--- config.mk ---
export PLATFORM = sky130hd
export DESIGN_NAME = mipc_top
export DESIGN_NICKNAME = d
export VERILOG_FILES = /design/src/mipc_pkg.sv /design/src/mipc_top.sv
export SDC_FILE = /design/constraint.sdc
export NUM_CORES = 1
export LEC_CHECK = 0
export BUFFER_PORTS_ARGS = -buffer_cell sky130_fd_sc_hd__buf_2
export CORE_UTILIZATION = 30
export DETAILED_ROUTE_END_ITERATION = 12
export GPL_TIMING_DRIVEN = 0
export PLACE_DENSITY = 0.47
export SLEW_MARGIN = 10
export SYNTH_ARGS = -nofsm -noshare
export SYNTH_HDL_FRONTEND = slang
export SYNTH_SLANG_ARGS = --single-unit
--- constraint.sdc ---
create_clock -name core_clk_in -period 2.6 [get_ports core_clk_in]
set_input_delay 0.13 -clock core_clk_in [delete_from_list [all_inputs] [get_ports core_clk_in]]
set_output_delay 0.13 -clock core_clk_in [all_outputs]
set_load 0.01 [all_outputs]
--- src/mipc_pkg.sv ---
package mipc_pkg;

  // Register byte addresses
  localparam logic [7:0] MIPC_OFF_CTRL_ONE = 8'h20;
  localparam logic [7:0] MIPC_OFF_CTRL_TWO = 8'h40;
  localparam logic [7:0] MIPC_OFF_STATUS   = 8'h60;
  localparam logic [7:0] MIPC_OFF_CLEAR    = 8'h64;
  localparam logic [7:0] MIPC_OFF_ENABLE   = 8'h68;

  localparam logic [7:0] MIPC_CTRL_ONE_RST = 8'h00;
  localparam logic [7:0] MIPC_CTRL_TWO_RST = 8'h00;
  localparam logic [5:0] MIPC_EVT_RST      = 6'h00;

  // Field positions
  localparam int MIPC_SENSE_A_LSB = 6;
  localparam int MIPC_SENSE_B_LSB = 4;
  localparam int MIPC_NMI_EDGE    = 1;
  localparam int MIPC_NMI_EN      = 0;
  localparam int MIPC_EVT_NMI     = 5;

  // Pin groups of the 32-bit pin vector (one 3:0, two 7:4, three 14:8, four 23:16, five 31:24)
  localparam logic [31:0] MIPC_GRP_ONE   = 32'h0000000F;
  localparam logic [31:0] MIPC_GRP_TWO   = 32'h000000F0;
  localparam logic [31:0] MIPC_GRP_THREE = 32'h00007F00;
  localparam logic [31:0] MIPC_GRP_FOUR  = 32'h00FF0000;
  localparam logic [31:0] MIPC_GRP_FIVE  = 32'hFF000000;

  // Beep timing
  localparam longint MIPC_CLK_HZ     = 50000000;
  localparam longint MIPC_BEEP_2K_HZ = 2000;
  localparam longint MIPC_BEEP_1K_HZ = 1000;
  localparam longint MIPC_BEEP_500_HZ = 500;
  localparam int MIPC_BEEP_2K_HALF  = int'(MIPC_CLK_HZ / (2 * MIPC_BEEP_2K_HZ));
  localparam int MIPC_BEEP_1K_HALF  = int'(MIPC_CLK_HZ / (2 * MIPC_BEEP_1K_HZ));
  localparam int MIPC_BEEP_500_HALF = int'(MIPC_CLK_HZ / (2 * MIPC_BEEP_500_HZ));

  typedef enum logic [1:0] {
    MIPC_SENSE_FALL_LOW = 2'b00,
    MIPC_SENSE_FALL     = 2'b01,
    MIPC_SENSE_RISE     = 2'b10,
    MIPC_SENSE_BOTH     = 2'b11
  } mipc_sense_t;

  typedef struct packed {
    mipc_sense_t sense_a;
    mipc_sense_t sense_b;
    logic [1:0]  rsvd;
    logic        nonmask_edge_sel;
    logic        nonmask_enable;
  } mipc_ctrl_one_t;

  typedef struct packed {
    logic       aux_clock_out_en;
    logic       main_clock_out_en;
    logic [1:0] beep_sel;
    logic [1:0] rsvd;
    logic       slave_select_source;
    logic       slave_select_internal;
  } mipc_ctrl_two_t;

endpackage

--- src/mipc_top.sv ---
`timescale 1ns/1ps
module mipc_top
  import mipc_pkg::*;
#(
  parameter int BEEP_2K_HALF  = MIPC_BEEP_2K_HALF,
  parameter int BEEP_1K_HALF  = MIPC_BEEP_1K_HALF,
  parameter int BEEP_500_HALF = MIPC_BEEP_500_HALF
) (
  input  wire logic        core_clk_in,
  input  wire logic        rst_n_in,
  input  wire logic        psel_in,
  input  wire logic        penable_in,
  input  wire logic        pwrite_in,
  input  wire logic [7:0]  paddr_in,
  input  wire logic [31:0] pwdata_in,
  output logic      [31:0] prdata_out,
  output logic             pready_out,
  output logic             pslverr_out,
  input  wire logic [1:0]  irq_level_in,
  input  wire logic        halt_mode_in,
  input  wire logic [31:0] pin_in,
  input  wire logic [31:0] pin_dir_in,
  input  wire logic [31:0] pin_opt_in,
  input  wire logic        nonmask_pin_in,
  input  wire logic        aux_osc_in,
  input  wire logic        ss_n_pin_in,
  output logic [4:0]       ext_irq_out,
  output logic             nonmask_irq_out,
  output logic             spi_ss_n_out,
  output logic             beep_pin_out,
  output logic             beep_pin_oe_out,
  output logic             aux_clock_pin_out,
  output logic             aux_clock_pin_oe_out,
  output logic             irq_out
);

  mipc_ctrl_one_t ctrl_one_q;
  mipc_ctrl_two_t ctrl_two_q;
  logic [5:0]     status_q;
  logic [5:0]     enable_q;
  logic [31:0]    prdata_q;

  // APB decode
  logic acc_wr;
  logic setup_rd;
  logic addr_ok;
  logic top_level;
  assign addr_ok  = (paddr_in == MIPC_OFF_CTRL_ONE) || (paddr_in == MIPC_OFF_CTRL_TWO) ||
                    (paddr_in == MIPC_OFF_STATUS) || (paddr_in == MIPC_OFF_CLEAR) ||
                    (paddr_in == MIPC_OFF_ENABLE);
  assign acc_wr   = psel_in && penable_in && pwrite_in;
  assign setup_rd = psel_in && !penable_in && !pwrite_in;
  assign pready_out  = 1'b1;
  assign pslverr_out = psel_in && penable_in && !addr_ok;
  assign prdata_out  = prdata_q;
  assign top_level   = (irq_level_in == 2'b11);

  // Control one
  always_ff @(posedge core_clk_in) begin
    if (!rst_n_in) begin
      ctrl_one_q <= mipc_ctrl_one_t'(MIPC_CTRL_ONE_RST);
    end else if (acc_wr && paddr_in == MIPC_OFF_CTRL_ONE) begin
      if (top_level) begin
        ctrl_one_q.sense_a <= mipc_sense_t'(pwdata_in[MIPC_SENSE_A_LSB +: 2]);
        ctrl_one_q.sense_b <= mipc_sense_t'(pwdata_in[MIPC_SENSE_B_LSB +: 2]);
      end
      if (!ctrl_one_q.nonmask_enable) begin
        ctrl_one_q.nonmask_edge_sel <= pwdata_in[MIPC_NMI_EDGE];
      end
      ctrl_one_q.nonmask_enable <= pwdata_in[MIPC_NMI_EN];
      ctrl_one_q.rsvd           <= 2'h0;
    end
  end

  // Control two
  always_ff @(posedge core_clk_in) begin
    if (!rst_n_in) begin
      ctrl_two_q <= mipc_ctrl_two_t'(MIPC_CTRL_TWO_RST);
    end else if (acc_wr && paddr_in == MIPC_OFF_CTRL_TWO) begin
      ctrl_two_q      <= mipc_ctrl_two_t'(pwdata_in[7:0]);
      ctrl_two_q.rsvd <= 2'h0;
    end
  end

  // Read data latched in setup so it stands through the access phase
  always_ff @(posedge core_clk_in) begin
    if (!rst_n_in) begin
      prdata_q <= 32'h00000000;
    end else if (setup_rd) begin
      unique case (paddr_in)
        MIPC_OFF_CTRL_ONE: prdata_q <= {24'h000000, ctrl_one_q};
        MIPC_OFF_CTRL_TWO: prdata_q <= {24'h000000, ctrl_two_q};
        MIPC_OFF_STATUS:   prdata_q <= {26'h0000000, status_q};
        MIPC_OFF_ENABLE:   prdata_q <= {26'h0000000, enable_q};
        default:           prdata_q <= 32'h00000000;
      endcase
    end
  end

  // Pin synchronisers: pins, nonmask, aux osc, slave select
  logic [34:0] sync1_q;
  logic [34:0] sync2_q;
  logic [34:0] sync3_q;
  always_ff @(posedge core_clk_in) begin
    if (!rst_n_in) begin
      sync1_q <= {35{1'b1}};
      sync2_q <= {35{1'b1}};
      sync3_q <= {35{1'b1}};
    end else begin
      sync1_q <= {ss_n_pin_in, aux_osc_in, nonmask_pin_in, pin_in};
      sync2_q <= sync1_q;
      sync3_q <= sync2_q;
    end
  end

  // Per-pin trigger
  logic [31:0] pin_req;
  genvar gi;
  generate
    for (gi = 0; gi < 32; gi++) begin : g_pin
      mipc_sense_t mode;
      logic        fall;
      logic        rise;
      if ((gi >= 4 && gi < 8) || (gi >= 16 && gi < 24)) begin : g_b
        assign mode = ctrl_one_q.sense_b;
      end else begin : g_a
        assign mode = ctrl_one_q.sense_a;
      end
      assign fall = sync3_q[gi] && !sync2_q[gi];
      assign rise = !sync3_q[gi] && sync2_q[gi];
      assign pin_req[gi] = !pin_dir_in[gi] && pin_opt_in[gi] &&
        ((fall && mode != MIPC_SENSE_RISE) || (rise && mode[1]) ||
         (!sync2_q[gi] && mode == MIPC_SENSE_FALL_LOW));
    end
  endgenerate

  logic [4:0] grp_req;
  assign grp_req = {|(pin_req & MIPC_GRP_FIVE), |(pin_req & MIPC_GRP_FOUR),
                    |(pin_req & MIPC_GRP_THREE), |(pin_req & MIPC_GRP_TWO),
                    |(pin_req & MIPC_GRP_ONE)};

  logic nmi_req;
  assign nmi_req = ctrl_one_q.nonmask_enable &&
    (ctrl_one_q.nonmask_edge_sel ? (!sync3_q[32] && sync2_q[32])
                                 : (sync3_q[32] && !sync2_q[32]));

  always_ff @(posedge core_clk_in) begin
    if (!rst_n_in) begin
      ext_irq_out     <= 5'h00;
      nonmask_irq_out <= 1'b0;
    end else begin
      ext_irq_out     <= grp_req;
      nonmask_irq_out <= nmi_req;
    end
  end

  // Sticky status, set beats clear
  logic [5:0] evt;
  assign evt = {nmi_req, grp_req};
  always_ff @(posedge core_clk_in) begin
    if (!rst_n_in) begin
      status_q <= MIPC_EVT_RST;
    end else if (acc_wr && paddr_in == MIPC_OFF_CLEAR) begin
      status_q <= (status_q & ~pwdata_in[5:0]) | evt;
    end else begin
      status_q <= status_q | evt;
    end
  end

  always_ff @(posedge core_clk_in) begin
    if (!rst_n_in) begin
      enable_q <= MIPC_EVT_RST;
    end else if (acc_wr && paddr_in == MIPC_OFF_ENABLE) begin
      enable_q <= pwdata_in[5:0];
    end
  end

  assign irq_out = |(status_q & enable_q);

  // Slave select
  always_ff @(posedge core_clk_in) begin
    if (!rst_n_in) begin
      spi_ss_n_out <= 1'b1;
    end else if (ctrl_two_q.slave_select_source) begin
      spi_ss_n_out <= ctrl_two_q.slave_select_internal;
    end else begin
      spi_ss_n_out <= sync2_q[34];
    end
  end

  // Clock dividers and beep tone
  logic        main_div_q;
  logic        aux_div_q;
  logic        beep_q;
  logic [15:0] beep_cnt_q;
  logic [15:0] beep_lim;
  always_comb begin
    unique case (ctrl_two_q.beep_sel)
      2'b01:   beep_lim = 16'(BEEP_2K_HALF - 1);
      2'b10:   beep_lim = 16'(BEEP_1K_HALF - 1);
      2'b11:   beep_lim = 16'(BEEP_500_HALF - 1);
      default: beep_lim = 16'h0000;
    endcase
  end

  always_ff @(posedge core_clk_in) begin
    if (!rst_n_in || halt_mode_in) begin
      main_div_q <= 1'b0;
      aux_div_q  <= 1'b0;
    end else begin
      main_div_q <= !main_div_q;
      if (!sync3_q[33] && sync2_q[33]) begin
        aux_div_q <= !aux_div_q;
      end
    end
  end

  always_ff @(posedge core_clk_in) begin
    if (!rst_n_in || halt_mode_in || ctrl_two_q.beep_sel == 2'b00) begin
      beep_cnt_q <= 16'h0000;
      beep_q     <= 1'b0;
    end else if (beep_cnt_q >= beep_lim) begin
      beep_cnt_q <= 16'h0000;
      beep_q     <= !beep_q;
    end else begin
      beep_cnt_q <= beep_cnt_q + 16'h0001;
    end
  end

  always_ff @(posedge core_clk_in) begin
    if (!rst_n_in) begin
      beep_pin_out         <= 1'b0;
      beep_pin_oe_out      <= 1'b0;
      aux_clock_pin_out    <= 1'b0;
      aux_clock_pin_oe_out <= 1'b0;
    end else begin
      aux_clock_pin_oe_out <= ctrl_two_q.aux_clock_out_en && !halt_mode_in;
      aux_clock_pin_out    <= aux_div_q;
      if (halt_mode_in) begin
        beep_pin_oe_out <= 1'b0;
        beep_pin_out    <= 1'b0;
      end else if (ctrl_two_q.beep_sel != 2'b00) begin
        beep_pin_oe_out <= 1'b1;
        beep_pin_out    <= beep_q;
      end else begin
        beep_pin_oe_out <= ctrl_two_q.main_clock_out_en;
        beep_pin_out    <= main_div_q;
      end
    end
  end
endmodule // mipc_top

==> flow_summary_export.csv, run 1 <==
group,metric,value,unit
sta,finalMaxSlewViolations,0,
worst_setup_path,cp.arrival,2.79,ns
yosys,synth_edf_count,0,
finish,layoutNonFillerInstCount,1264,
worst_setup_path,cp_cell_sequence,"inv_1 -> ha_2 -> inv_1 -> ha_1 -> and2_0 -> a221o_1 -> a211oi_2 -> o21ai_4 -> mux2_1",
placement,hpwl,13700,um
yosys,synth-seq-cells,163,
clocking,clock_path_buffers,2,
placement,gp_congestion,0.8356,
min_path,holdPathEnd,"g_pin[16].mode[1]",
worst_setup_path,cp_max_fo,8,
sta,final.setup_skew,0.007511,ns
yosys,synthArstFlopShare,0,%
yosys,yosys.area_share.simple,27.18,%
grt,grt_pass1_wl,29370,um
finish,antennaDiodeCount,0,
yosys,syn-cell-area,6938,um^2
grt,gr-total-overflow,0,
sta,tightest_slew,0.6684,ns
finish,nFillCells,2289,
routing,wl_per_cell,14.48,um
placement,post-place-cells,1192,
sta,finalCritPeriodShare,95.46,%
yosys,yosysSeqAreaShare,47.03,%
finish,areaGrowthSynthToFinish,30.55,%
power,cellLeakagePower,3.728,nW
grt,antenna_found_initial,0,
floorplanning,core,22640,um^2
finish,mostFrequentLayoutCells,"161 x dfxtp_1, 145 x buf_2, 107 x nand2b_1",
placement,place_ws,-0.1596,ns
clocking,clk_latency,0.42,ns
clocking,cts_max_level,4,
clocking,clock-sinks,163,
flow_run,cap_violations,0,
sta,slew_headroom,55.44,%
sta,rsz0062_at_grt,"no",
grt,track_usage,16.12,%
clocking,cts_tree,"yes",
floorplanning,die_area,23740,um^2
worst_setup_path,timing.rr.end,"beep_q",
clocking,clock_tree.root_cell,"clkbuf_16",
sta,setup_ws,0.1179,ns
grt,grt_max_degree,17,
routing,wl,18310,um
routing,dr_total_vias,5712,
sta,setup_violations,0,
worst_setup_path,crit_path_start_kind,"flip-flop",
yosys,yosys_warnings,0,
sta,setup_tns,0,ns
routing,first_pass_iters,5,
worst_setup_path,cpPeakStageDelay,0.40,ns
floorplanning,die_x,154.1,um
placement,portBuffers,138,
finish,layout.nets,1134,
yosys,synth_mux_area_share,2.615,%
worst_setup_path,r2r-start,"ctrl_two_q[5]",
power,ir_drop,0.3937,mV
floorplanning,die_y,154.1,um
yosys,synth_ff_type,"dfxtp_1",
sta,finalHoldViolations,0,
worst_setup_path,crit_type,"reg2reg",
yosys,synth_compound_area_share,11.20,%
outcome,outcome,"complete, no violations",
yosys,synth_xor_area_share,1.894,%
finish,final_common_cell,"dfxtp_1",
yosys,syn_area_per_cell,9.300,um^2
sta,fin_crit,2.482,ns
finish,final_cell_area,9057,um^2
placement,place_area,8071,um^2
yosys,netlist_instances,746,
routing,drc_errors,0,
finish,drive_gt1_share,24.31,%
worst_setup_path,critPathMostFrequentCell,"inv_1",
floorplanning,rows,55,
clocking,cts_buffers,17,
routing,drt-initial-drc-count,285,
yosys,synth_top_family_by_area,"simple AND/OR/NAND/NOR gates",
floorplanning,initial_core_util,30.64,%
min_path,min_from,"pwdata_in[5]",
worst_setup_path,critPathCaptureType,"flip-flop",
worst_setup_path,crit_buf_inv,2,
yosys,synth_fa_ha_area_share,3.931,%
min_path,holdPathStages,3,
routing,postRouteAntennaNets,0,
sta,hold_slack,0.01664,ns
worst_setup_path,cp_slowest_cell,"dfxtp_2",
worst_setup_path,reg2regPathDepth,9,
power,p_per_area,594.3,nW/um^2
floorplanning,pin_count,193,
worst_setup_path,reg2reg_slack,0.12,ns
yosys,yosysUniqueCellTypes,69,
worst_setup_path,crit_family,"compound AO/OA/AOI/OAI gates",
min_path,hold_path_class,"in2reg",
sta,max_freq,402.9,MHz
clocking,path_clk_slew,0.06,ns
grt,grt_pass1_vias,5523,
routing,avgViaCountPerCell,4.519,
worst_setup_path,worstPathRequired,2.91,ns
## sequential cells by signal (all words and copies together) (netlist names)
signal	flops
aux_clock_pin_out	1
sync3_q	33
main_div_q	1
enable_q	6
sync2_q	34
spi_ss_n_out	1
beep_pin_oe_out	1
aux_div_q	1
beep_q	1
beep_cnt_q	16
aux_clock_pin_oe_out	1
ext_irq_out	5
g_pin.mode	4
ctrl_two_q	6
sync1_q	34
nonmask_irq_out	1
status_q	6
beep_pin_out	1
prdata_out	8
ctrl_one_q	2
## layout make-up
class                           count  area (um^2)  area share, %
Multi-Input combinational cell    525         3363          37.13
Sequential cell                   163         3268          36.08
Timing Repair Buffer              178         1086          11.99
Clock buffer                       19        442.9          4.890
Tap cell                          285        356.6          3.937
Buffer                             57        332.8          3.675
Clock inverter                     13        117.6          1.299
Inverter                           24        90.09         0.9946
## worst max path at each step
stage	from	endpoint	slack (ns)	cells past startpoint
2_1_floorplan	ctrl_two_q[4]	beep_q	0.25	10
3_3_place_gp	ctrl_two_q[4]	beep_cnt_q[14]	-0.17	10
3_5_place_dp	ctrl_two_q[4]	beep_cnt_q[14]	-0.16	10
4_1_cts	ctrl_two_q[4]	beep_cnt_q[14]	0.03	11
5_1_grt	ctrl_two_q[5]	beep_q	0.0008	9
6_report	ctrl_two_q[5]	beep_q	0.12	9
## per-stage QoR
| stage | power (mW) | utilization [%] |
|---|---|---|
| finish | 5.382 | 40.01 |
| global route | 5.613 | 40.01 |
| global placement | 3.013 | 35.65 |
| floorplan | 2.837 | - |
| CTS | 5.454 | 39.86 |
| detailed placement | 3.013 | 35.65 |
## logic make-up after synthesis
| group | after synthesis |
|---|---|
| AOI/OAI and AO/OA | 115 |
| and+or+nand+nor | 330 |
| DFF | 163 |
| other | 2 |
| adders and majority gates | 22 |
| xor gates and xnor gates | 15 |
| buffers and inverters | 81 |
| muxes | 18 |
## what timing repair did
action,in CTS,in global routing
endpoints found under the hold margin,39,0
pin swaps,0,5
buffers inserted,0,2
resized for setup,4,4
endpoints found under the setup margin,11,11
hold buffers,38,0
## worst register-to-register path, delay by kind of cell (launching register included)
family,cells,cell delay (ns)
AO/OA/AOI/OAI,3,0.73
adder cells (fa/ha/maj),2,0.59
flip-flops,1,0.40
multiplexers,1,0.33
AND/OR/NAND/NOR,1,0.18
buffers and inverters,2,0.14
## cell usage after synthesis, types with 3 or more instances
cell type,instances,area share (%)
a2111oi_0,4,0.50
a2111oi_1,3,0.43
a2111oi_2,3,0.65
a21oi_1,32,2.3
a22o_1,8,1.0
a22oi_1,9,0.97
a31o_1,3,0.38
a31oi_1,4,0.36
and2_1,5,0.45
and3_1,5,0.45
buf_1,5,0.27
buf_2,7,0.50
buf_4,26,2.8
clkbuf_1,17,0.92
dfxtp_1,163,47
ha_1,21,3.8
inv_1,22,1.2
mux2i_1,17,2.5
nand2_1,69,3.7
nand2b_1,107,9.6
nand3_1,11,0.79
nand3b_1,4,0.43
nand4_1,8,0.72
nand4b_1,8,1.0
nor2_1,44,2.4
nor2b_1,13,1.2
nor3_1,10,0.72
nor3_2,11,1.6
nor3b_1,5,0.54
nor4_1,10,0.90
nor4bb_1,3,0.43
o21ai_0,9,0.65
o21ai_1,18,1.3
or3b_2,4,0.50
xnor2_1,4,0.50
xor2_1,11,1.4
## where the power goes
part	leakage [nW]	switching (mW)	internal [mW]
logic	2.12	0.185	0.205
registers	1.34	0.0362	2.57
clock network	0.267	1.10	1.28
## layer usage
metal,GRT usage (%),vias up,wire (um)
li1,-,2950,-
met5,0,-,0
met3,3.805,18,950
met1,21.76,2566,9065
met4,4.857,0,216
met2,25.39,178,8074
(Power assumes the default switching activity.)
==> inputs of run 2 (changes only) <==
--- a/config.mk
+++ b/config.mk
@@ -9,7 +9,6 @@
 export CORE_UTILIZATION = 30
 export DETAILED_ROUTE_END_ITERATION = 12
 export GPL_TIMING_DRIVEN = 0
-export PLACE_DENSITY = 0.47
 export SLEW_MARGIN = 10
 export SYNTH_ARGS = -nofsm -noshare
 export SYNTH_HDL_FRONTEND = slang
==> flow_summary_export.csv, run 2 (same netlist as run 1, synthesis figures left out) <==
group,metric,value,unit
floorplanning,pin_count,193,
worst_setup_path,reg2regPathDepth,9,
floorplanning,die_y,154.1,um
routing,top_layer,"met4",
finish,seq_area,3271,um^2
routing,first_pass_iters,4,
floorplanning,rows,55,
power,intPower,4.218,mW
sta,finalHoldViolations,0,
power,p_clk_share,45.1,%
clocking,clock-sinks,163,
clocking,cts_buffers,17,
power,pwr-share-comb,7.2,%
min_path,hold_path_class,"in2reg",
min_path,holdPathEnd,"g_pin[16].mode[0]",
routing,drc_errors,0,
worst_setup_path,cp.arrival,2.79,ns
sta,setup_ws,0.1140,ns
worst_setup_path,r2r-start,"ctrl_two_q[4]",
worst_setup_path,critPathCaptureType,"flip-flop",
routing,avgViaCountPerCell,4.536,
placement,place_ws,-0.1364,ns
grt,grt_pass1_vias,5499,
clocking,path_clk_slew,0.06,ns
routing,postRouteAntennaNets,0,
sta,finalCritPeriodShare,95.61,%
worst_setup_path,crit_cells,9,
grt,antenna_found_initial,0,
power,ir_drop,0.3652,mV
worst_setup_path,critPathMostFrequentCell,"inv_1",
worst_setup_path,cp_max_fo,6,
min_path,holdPathStages,3,
power,p_per_area,599.5,nW/um^2
finish,reg_top3,"sync1_q x34, sync2_q x34, sync3_q x33",
routing,met2_length,8186,um
routing,wl,17990,um
min_path,min_from,"pwdata_in[4]",
finish,multiInputGateArea,3373,um^2
clocking,clock_path_buffers,2,
worst_setup_path,crit_family,"compound AO/OA/AOI/OAI gates",
sta,hold_slack,0.03675,ns
sta,setup_tns,0,ns
finish,areaGrowthSynthToFinish,31.38,%
sta,fin_crit,2.486,ns
placement,portBuffers,138,
placement,hpwl,13530,um
grt,track_usage,15.59,%
placement,gp_congestion,0.8373,
clocking,cts_tree,"yes",
floorplanning,core,22640,um^2
worst_setup_path,crit_buf_inv,2,
sta,slew_headroom,54.85,%
worst_setup_path,worstPathRequired,2.91,ns
power,total_power,5.464,mW
grt,grt_pass1_wl,28250,um
routing,wl_met3,830,um
finish,nFillCells,2254,
sta,setup_violations,0,
worst_setup_path,cpPeakStageDelay,0.38,ns
worst_setup_path,crit_path_start_kind,"flip-flop",
finish,antennaDiodeCount,0,
worst_setup_path,cp_cell_sequence,"inv_1 -> ha_4 -> inv_1 -> ha_1 -> and2_0 -> a221o_1 -> a211oi_2 -> o21ai_4 -> mux2_1",
outcome,outcome,"complete, no violations",
finish,mostFrequentLayoutCells,"161 x dfxtp_1, 145 x buf_2, 107 x nand2b_1",
clocking,clk_latency,0.42,ns
grt,gr-total-overflow,0,
power,swShare,22.80,%
finish,final_common_cell,"dfxtp_1",
sta,final.setup_skew,0.008470,ns
flow_run,cap_violations,0,
finish,utilization,40.26,%
finish,drive_gt1_share,24.06,%
power,p_sw,1.246,mW
power,cellLeakagePower,3.741,nW
worst_setup_path,cp_slowest_cell,"dfxtp_4",
sta,finalMaxSlewViolations,0,
clocking,clock_tree.root_cell,"clkbuf_16",
finish,layout.nets,1137,
routing,dr_total_vias,5743,
sta,tightest_slew,0.6772,ns
clocking,cts_max_level,4,
power,seqPwrFrac,47.7,%
floorplanning,initial_core_util,30.64,%
floorplanning,die_area,23740,um^2
routing,drt-initial-drc-count,276,
worst_setup_path,timing.rr.end,"beep_q",
sta,max_freq,402.3,MHz
routing,wl_per_cell,14.21,um
routing,met1Wirelength,8684,um
worst_setup_path,reg2reg_slack,0.11,ns
floorplanning,die_x,154.1,um
grt,grt_max_degree,17,
worst_setup_path,crit_type,"reg2reg",
run 2: changes by cell type in the layout (fill, tap and decap cells not counted), sizes merged:
cell / delta
bufinv: +2
clkbuf: +1
clkinv: -1
clkinvlp: +2
dlygate4sd3: +3
inv: -5
run 2: what timing repair did:
item,4_1_cts,5_1_grt
resized for setup,4,7
pin swaps,1,3
buffers inserted,0,2
setup endpoints to repair,11,13
hold buffers,41,0
hold endpoints to repair,43,0
run 2: per-stage QoR:
step / instance area (um^2) / cells
detailed placement: 8071 / 1192
global placement: 8071 / 1192
finish: 9115 / 1266
CTS: 9070 / 1264
floorplan: 7024 / 769
global route: 9115 / 1266
run 2: per-layer routing:
metal	vias up	GRT usage, %
met2	145	25.50
li1	2954	-
met5	-	0
met3	16	3.890
met4	0	5.238
met1	2628	19.96
run 2: cell type report:
type	instances	share of cell area, %
multi-input combinational	525	37.01
sequential	163	35.88
timing repair buffer	181	12.24
clock buffer	20	4.900
tap	285	3.912
buffer	57	3.651
clock inverter	11	1.414
inverter	24	0.9883
run 2: worst min-delay path, stage by stage:
cell     delay [ns]
buf_2          0.15
nand2_1        0.07
a21oi_1        0.06
run 2: how the worst max path moves through the flow:
stage / slack, ns / to / from
after floorplan: 0.25 / beep_q / ctrl_two_q[4]
after global placement: -0.08 / beep_cnt_q[14] / ctrl_two_q[4]
after detailed placement: -0.14 / beep_cnt_q[1] / ctrl_two_q[4]
after CTS: 0.005 / beep_q / ctrl_two_q[4]
after global routing: -0.009 / beep_q / ctrl_two_q[4]
final: 0.11 / beep_q / ctrl_two_q[4]
run 2: power by group through the flow:
stage	Combinational [mW]	Clock [mW]	Sequential, mW
floorplan	0.182	0	2.65
global placement	0.344	0	2.66
detailed placement	0.346	0	2.66
CTS	0.396	2.52	2.61
global route	0.431	2.64	2.61
finish	0.393	2.47	2.61
==> inputs of run 3 (changes only) <==
--- a/config.mk
+++ b/config.mk
@@ -8,8 +8,8 @@
 export BUFFER_PORTS_ARGS = -buffer_cell sky130_fd_sc_hd__buf_2
 export CORE_UTILIZATION = 30
 export DETAILED_ROUTE_END_ITERATION = 12
-export GPL_TIMING_DRIVEN = 0
-export SLEW_MARGIN = 10
+export PLACE_DENSITY_LB_ADDON = 0.2
+export SLEW_MARGIN = 20
 export SYNTH_ARGS = -nofsm -noshare
 export SYNTH_HDL_FRONTEND = slang
 export SYNTH_SLANG_ARGS = --single-unit
==> flow_summary_export.csv, run 3 (same netlist as run 1, synthesis figures left out) <==
group,metric,value,unit
outcome,outcome,"complete, no violations",
clocking,cts_tree,"yes",
routing,dr_total_vias,5563,
worst_setup_path,critPathCaptureType,"flip-flop",
finish,nFillCells,2302,
sta,finalCritPeriodShare,92.29,%
finish,areaGrowthSynthToFinish,28.55,%
floorplanning,die_area,23740,um^2
clocking,clock_tree.root_cell,"clkbuf_16",
clocking,cts_max_level,4,
power,ir_drop,0.3613,mV
floorplanning,rows,55,
routing,postRouteAntennaNets,0,
routing,drc_errors,0,
routing,wl_per_cell,13.71,um
worst_setup_path,crit_family,"simple AND/OR/NAND/NOR gates",
grt,track_usage,14.53,%
worst_setup_path,cp.arrival,2.70,ns
clocking,clock_path_buffers,2,
power,intPower,4.555,mW
finish,final_cell_area,8919,um^2
worst_setup_path,cp_cell_sequence,"inv_1 -> ha_1 -> inv_1 -> ha_1 -> nand4_1 -> nor4_4 -> nand4_1 -> o21ai_2 -> mux2_1",
finish,final_common_cell,"dfxtp_1",
sta,finalHoldViolations,0,
finish,utilization,39.39,%
power,total_power,5.775,mW
flow_run,cap_violations,0,
sta,slew_headroom,48.16,%
sta,max_freq,416.7,MHz
clocking,path_clk_slew,0.06,ns
worst_setup_path,crit_type,"reg2reg",
floorplanning,initial_core_util,30.64,%
clocking,clock-sinks,163,
sta,finalMaxSlewViolations,0,
placement,place_area,7853,um^2
grt,gr-total-overflow,0,
power,swShare,21.13,%
floorplanning,core,22640,um^2
sta,setup_tns,0,ns
power,p_sw,1.220,mW
floorplanning,pin_count,193,
sta,tightest_slew,0.7776,ns
sta,rsz0062_at_grt,"no",
routing,drt-initial-drc-count,225,
worst_setup_path,reg2reg_slack,0.20,ns
worst_setup_path,crit_buf_inv,2,
routing,first_pass_iters,5,
sta,setup_violations,0,
power,p_per_area,647.6,nW/um^2
finish,mostFrequentLayoutCells,"161 x dfxtp_1, 139 x buf_2, 107 x nand2b_1",
power,seqPwrFrac,45.2,%
clocking,cts_buffers,17,
placement,portBuffers,140,
grt,antenna_found_initial,0,
power,p_clk_share,48.9,%
power,cellLeakagePower,3.630,nW
clocking,clk_latency,0.42,ns
finish,layout.nets,1091,
routing,wl,16710,um
worst_setup_path,cp_slowest_cell,"dfxtp_2",
finish,reg_top3,"sync1_q x34, sync2_q x34, sync3_q x33",
clocking,post-cts-setup-buffers,0,
floorplanning,die_y,154.1,um
grt,grt_max_degree,68,
sta,fin_crit,2.400,ns
floorplanning,die_x,154.1,um
power,pwr-share-comb,6.0,%
worst_setup_path,cpPeakStageDelay,0.38,ns
grt,grt_pass1_vias,5391,
worst_setup_path,cp_max_fo,6,
placement,gp_congestion,0.8048,
placement,hpwl,11990,um
grt,grt_pass1_wl,26820,um
sta,final.setup_skew,0.01127,ns
finish,antennaDiodeCount,0,
worst_setup_path,crit_path_start_kind,"flip-flop",
routing,avgViaCountPerCell,4.564,
finish,drive_gt1_share,22.70,%
worst_setup_path,worstPathRequired,2.90,ns
min_path,hold_path_class,"in2reg",
sta,hold_slack,0.04156,ns
run 3: changes by cell type in the layout (fill, tap and decap cells not counted), moves of 2 or more:
cell,previous run,this run
buf_1,5,0
buf_2,145,139
buf_4,27,13
bufinv_16,2,6
clkbuf_1,19,1
clkinv_4,1,4
clkinvlp_4,5,1
dfxtp_2,0,2
dfxtp_4,2,0
dlygate4sd3_1,41,39
run 3: worst paths after layout:
kind | cells after the start | to | from
worst max register to register | 9 | beep_q | ctrl_two_q[4]
worst max-delay path | 9 | beep_q | ctrl_two_q[4]
worst min-delay path | 3 | g_pin[16].mode[1] | pwdata_in[5]
worst min register to register | 1 | sync2_q[3] | sync1_q[3]
run 3: routing by layer:
layer | routed length (um) | global-route usage (%) | share of wire (%) | up-vias
met1 | 8098 | 18.60 | 48 | 2557
met5 | 0 | 0 | 0 | -
met4 | 286 | 5.095 | 1.7 | 0
met3 | 787 | 4.312 | 4.7 | 15
li1 | - | - | - | 2861
met2 | 7537 | 23.14 | 45 | 130
run 3: cell type report:
type / count / area, um^2 / area share, %
clock buffers: 18 / 429.2 / 4.812
repair buffers: 192 / 1195 / 13.40
well taps: 285 / 356.6 / 3.998
flip-flops and latches: 163 / 3266 / 36.62
multi-input cells: 525 / 3351 / 37.57
clock inverters: 12 / 231.5 / 2.595
inverters: 24 / 90.09 / 1.010
run 3: worst reg2reg max path: cells and delay by family, from the launching register on:
family	cells	cell delay (ns)
and+or+nand+nor	3	0.62
adders and majority gates	2	0.57
buffers and inverters	2	0.14
muxes	1	0.34
DFF	1	0.38
AOI/OAI and AO/OA	1	0.23
run 3: stage by stage:
stage	instances	setup slack (ns)
6_report	1219	0.2004
4_1_cts	1219	0.05347
3_3_place_gp	1150	0.1962
5_1_grt	1219	0.02689
2_1_floorplan	769	0.2457
3_5_place_dp	1150	0.07449
run 3: timing repair:
item | in CTS | in global routing
setup endpoints to repair | 0 | 17
resized for setup | 0 | 5
hold buffers | 39 | 0
endpoints found under the hold margin | 41 | 0
run 3: power by group through the flow:
stage | clock network [mW] | logic [mW] | registers (mW)
after detailed placement | 0 | 0.302 | 2.67
after CTS | 2.91 | 0.349 | 2.61
after global routing | 3.03 | 0.382 | 2.62
final | 2.82 | 0.344 | 2.61
after floorplan | 0 | 0.182 | 2.65
after global placement | 0 | 0.301 | 2.67
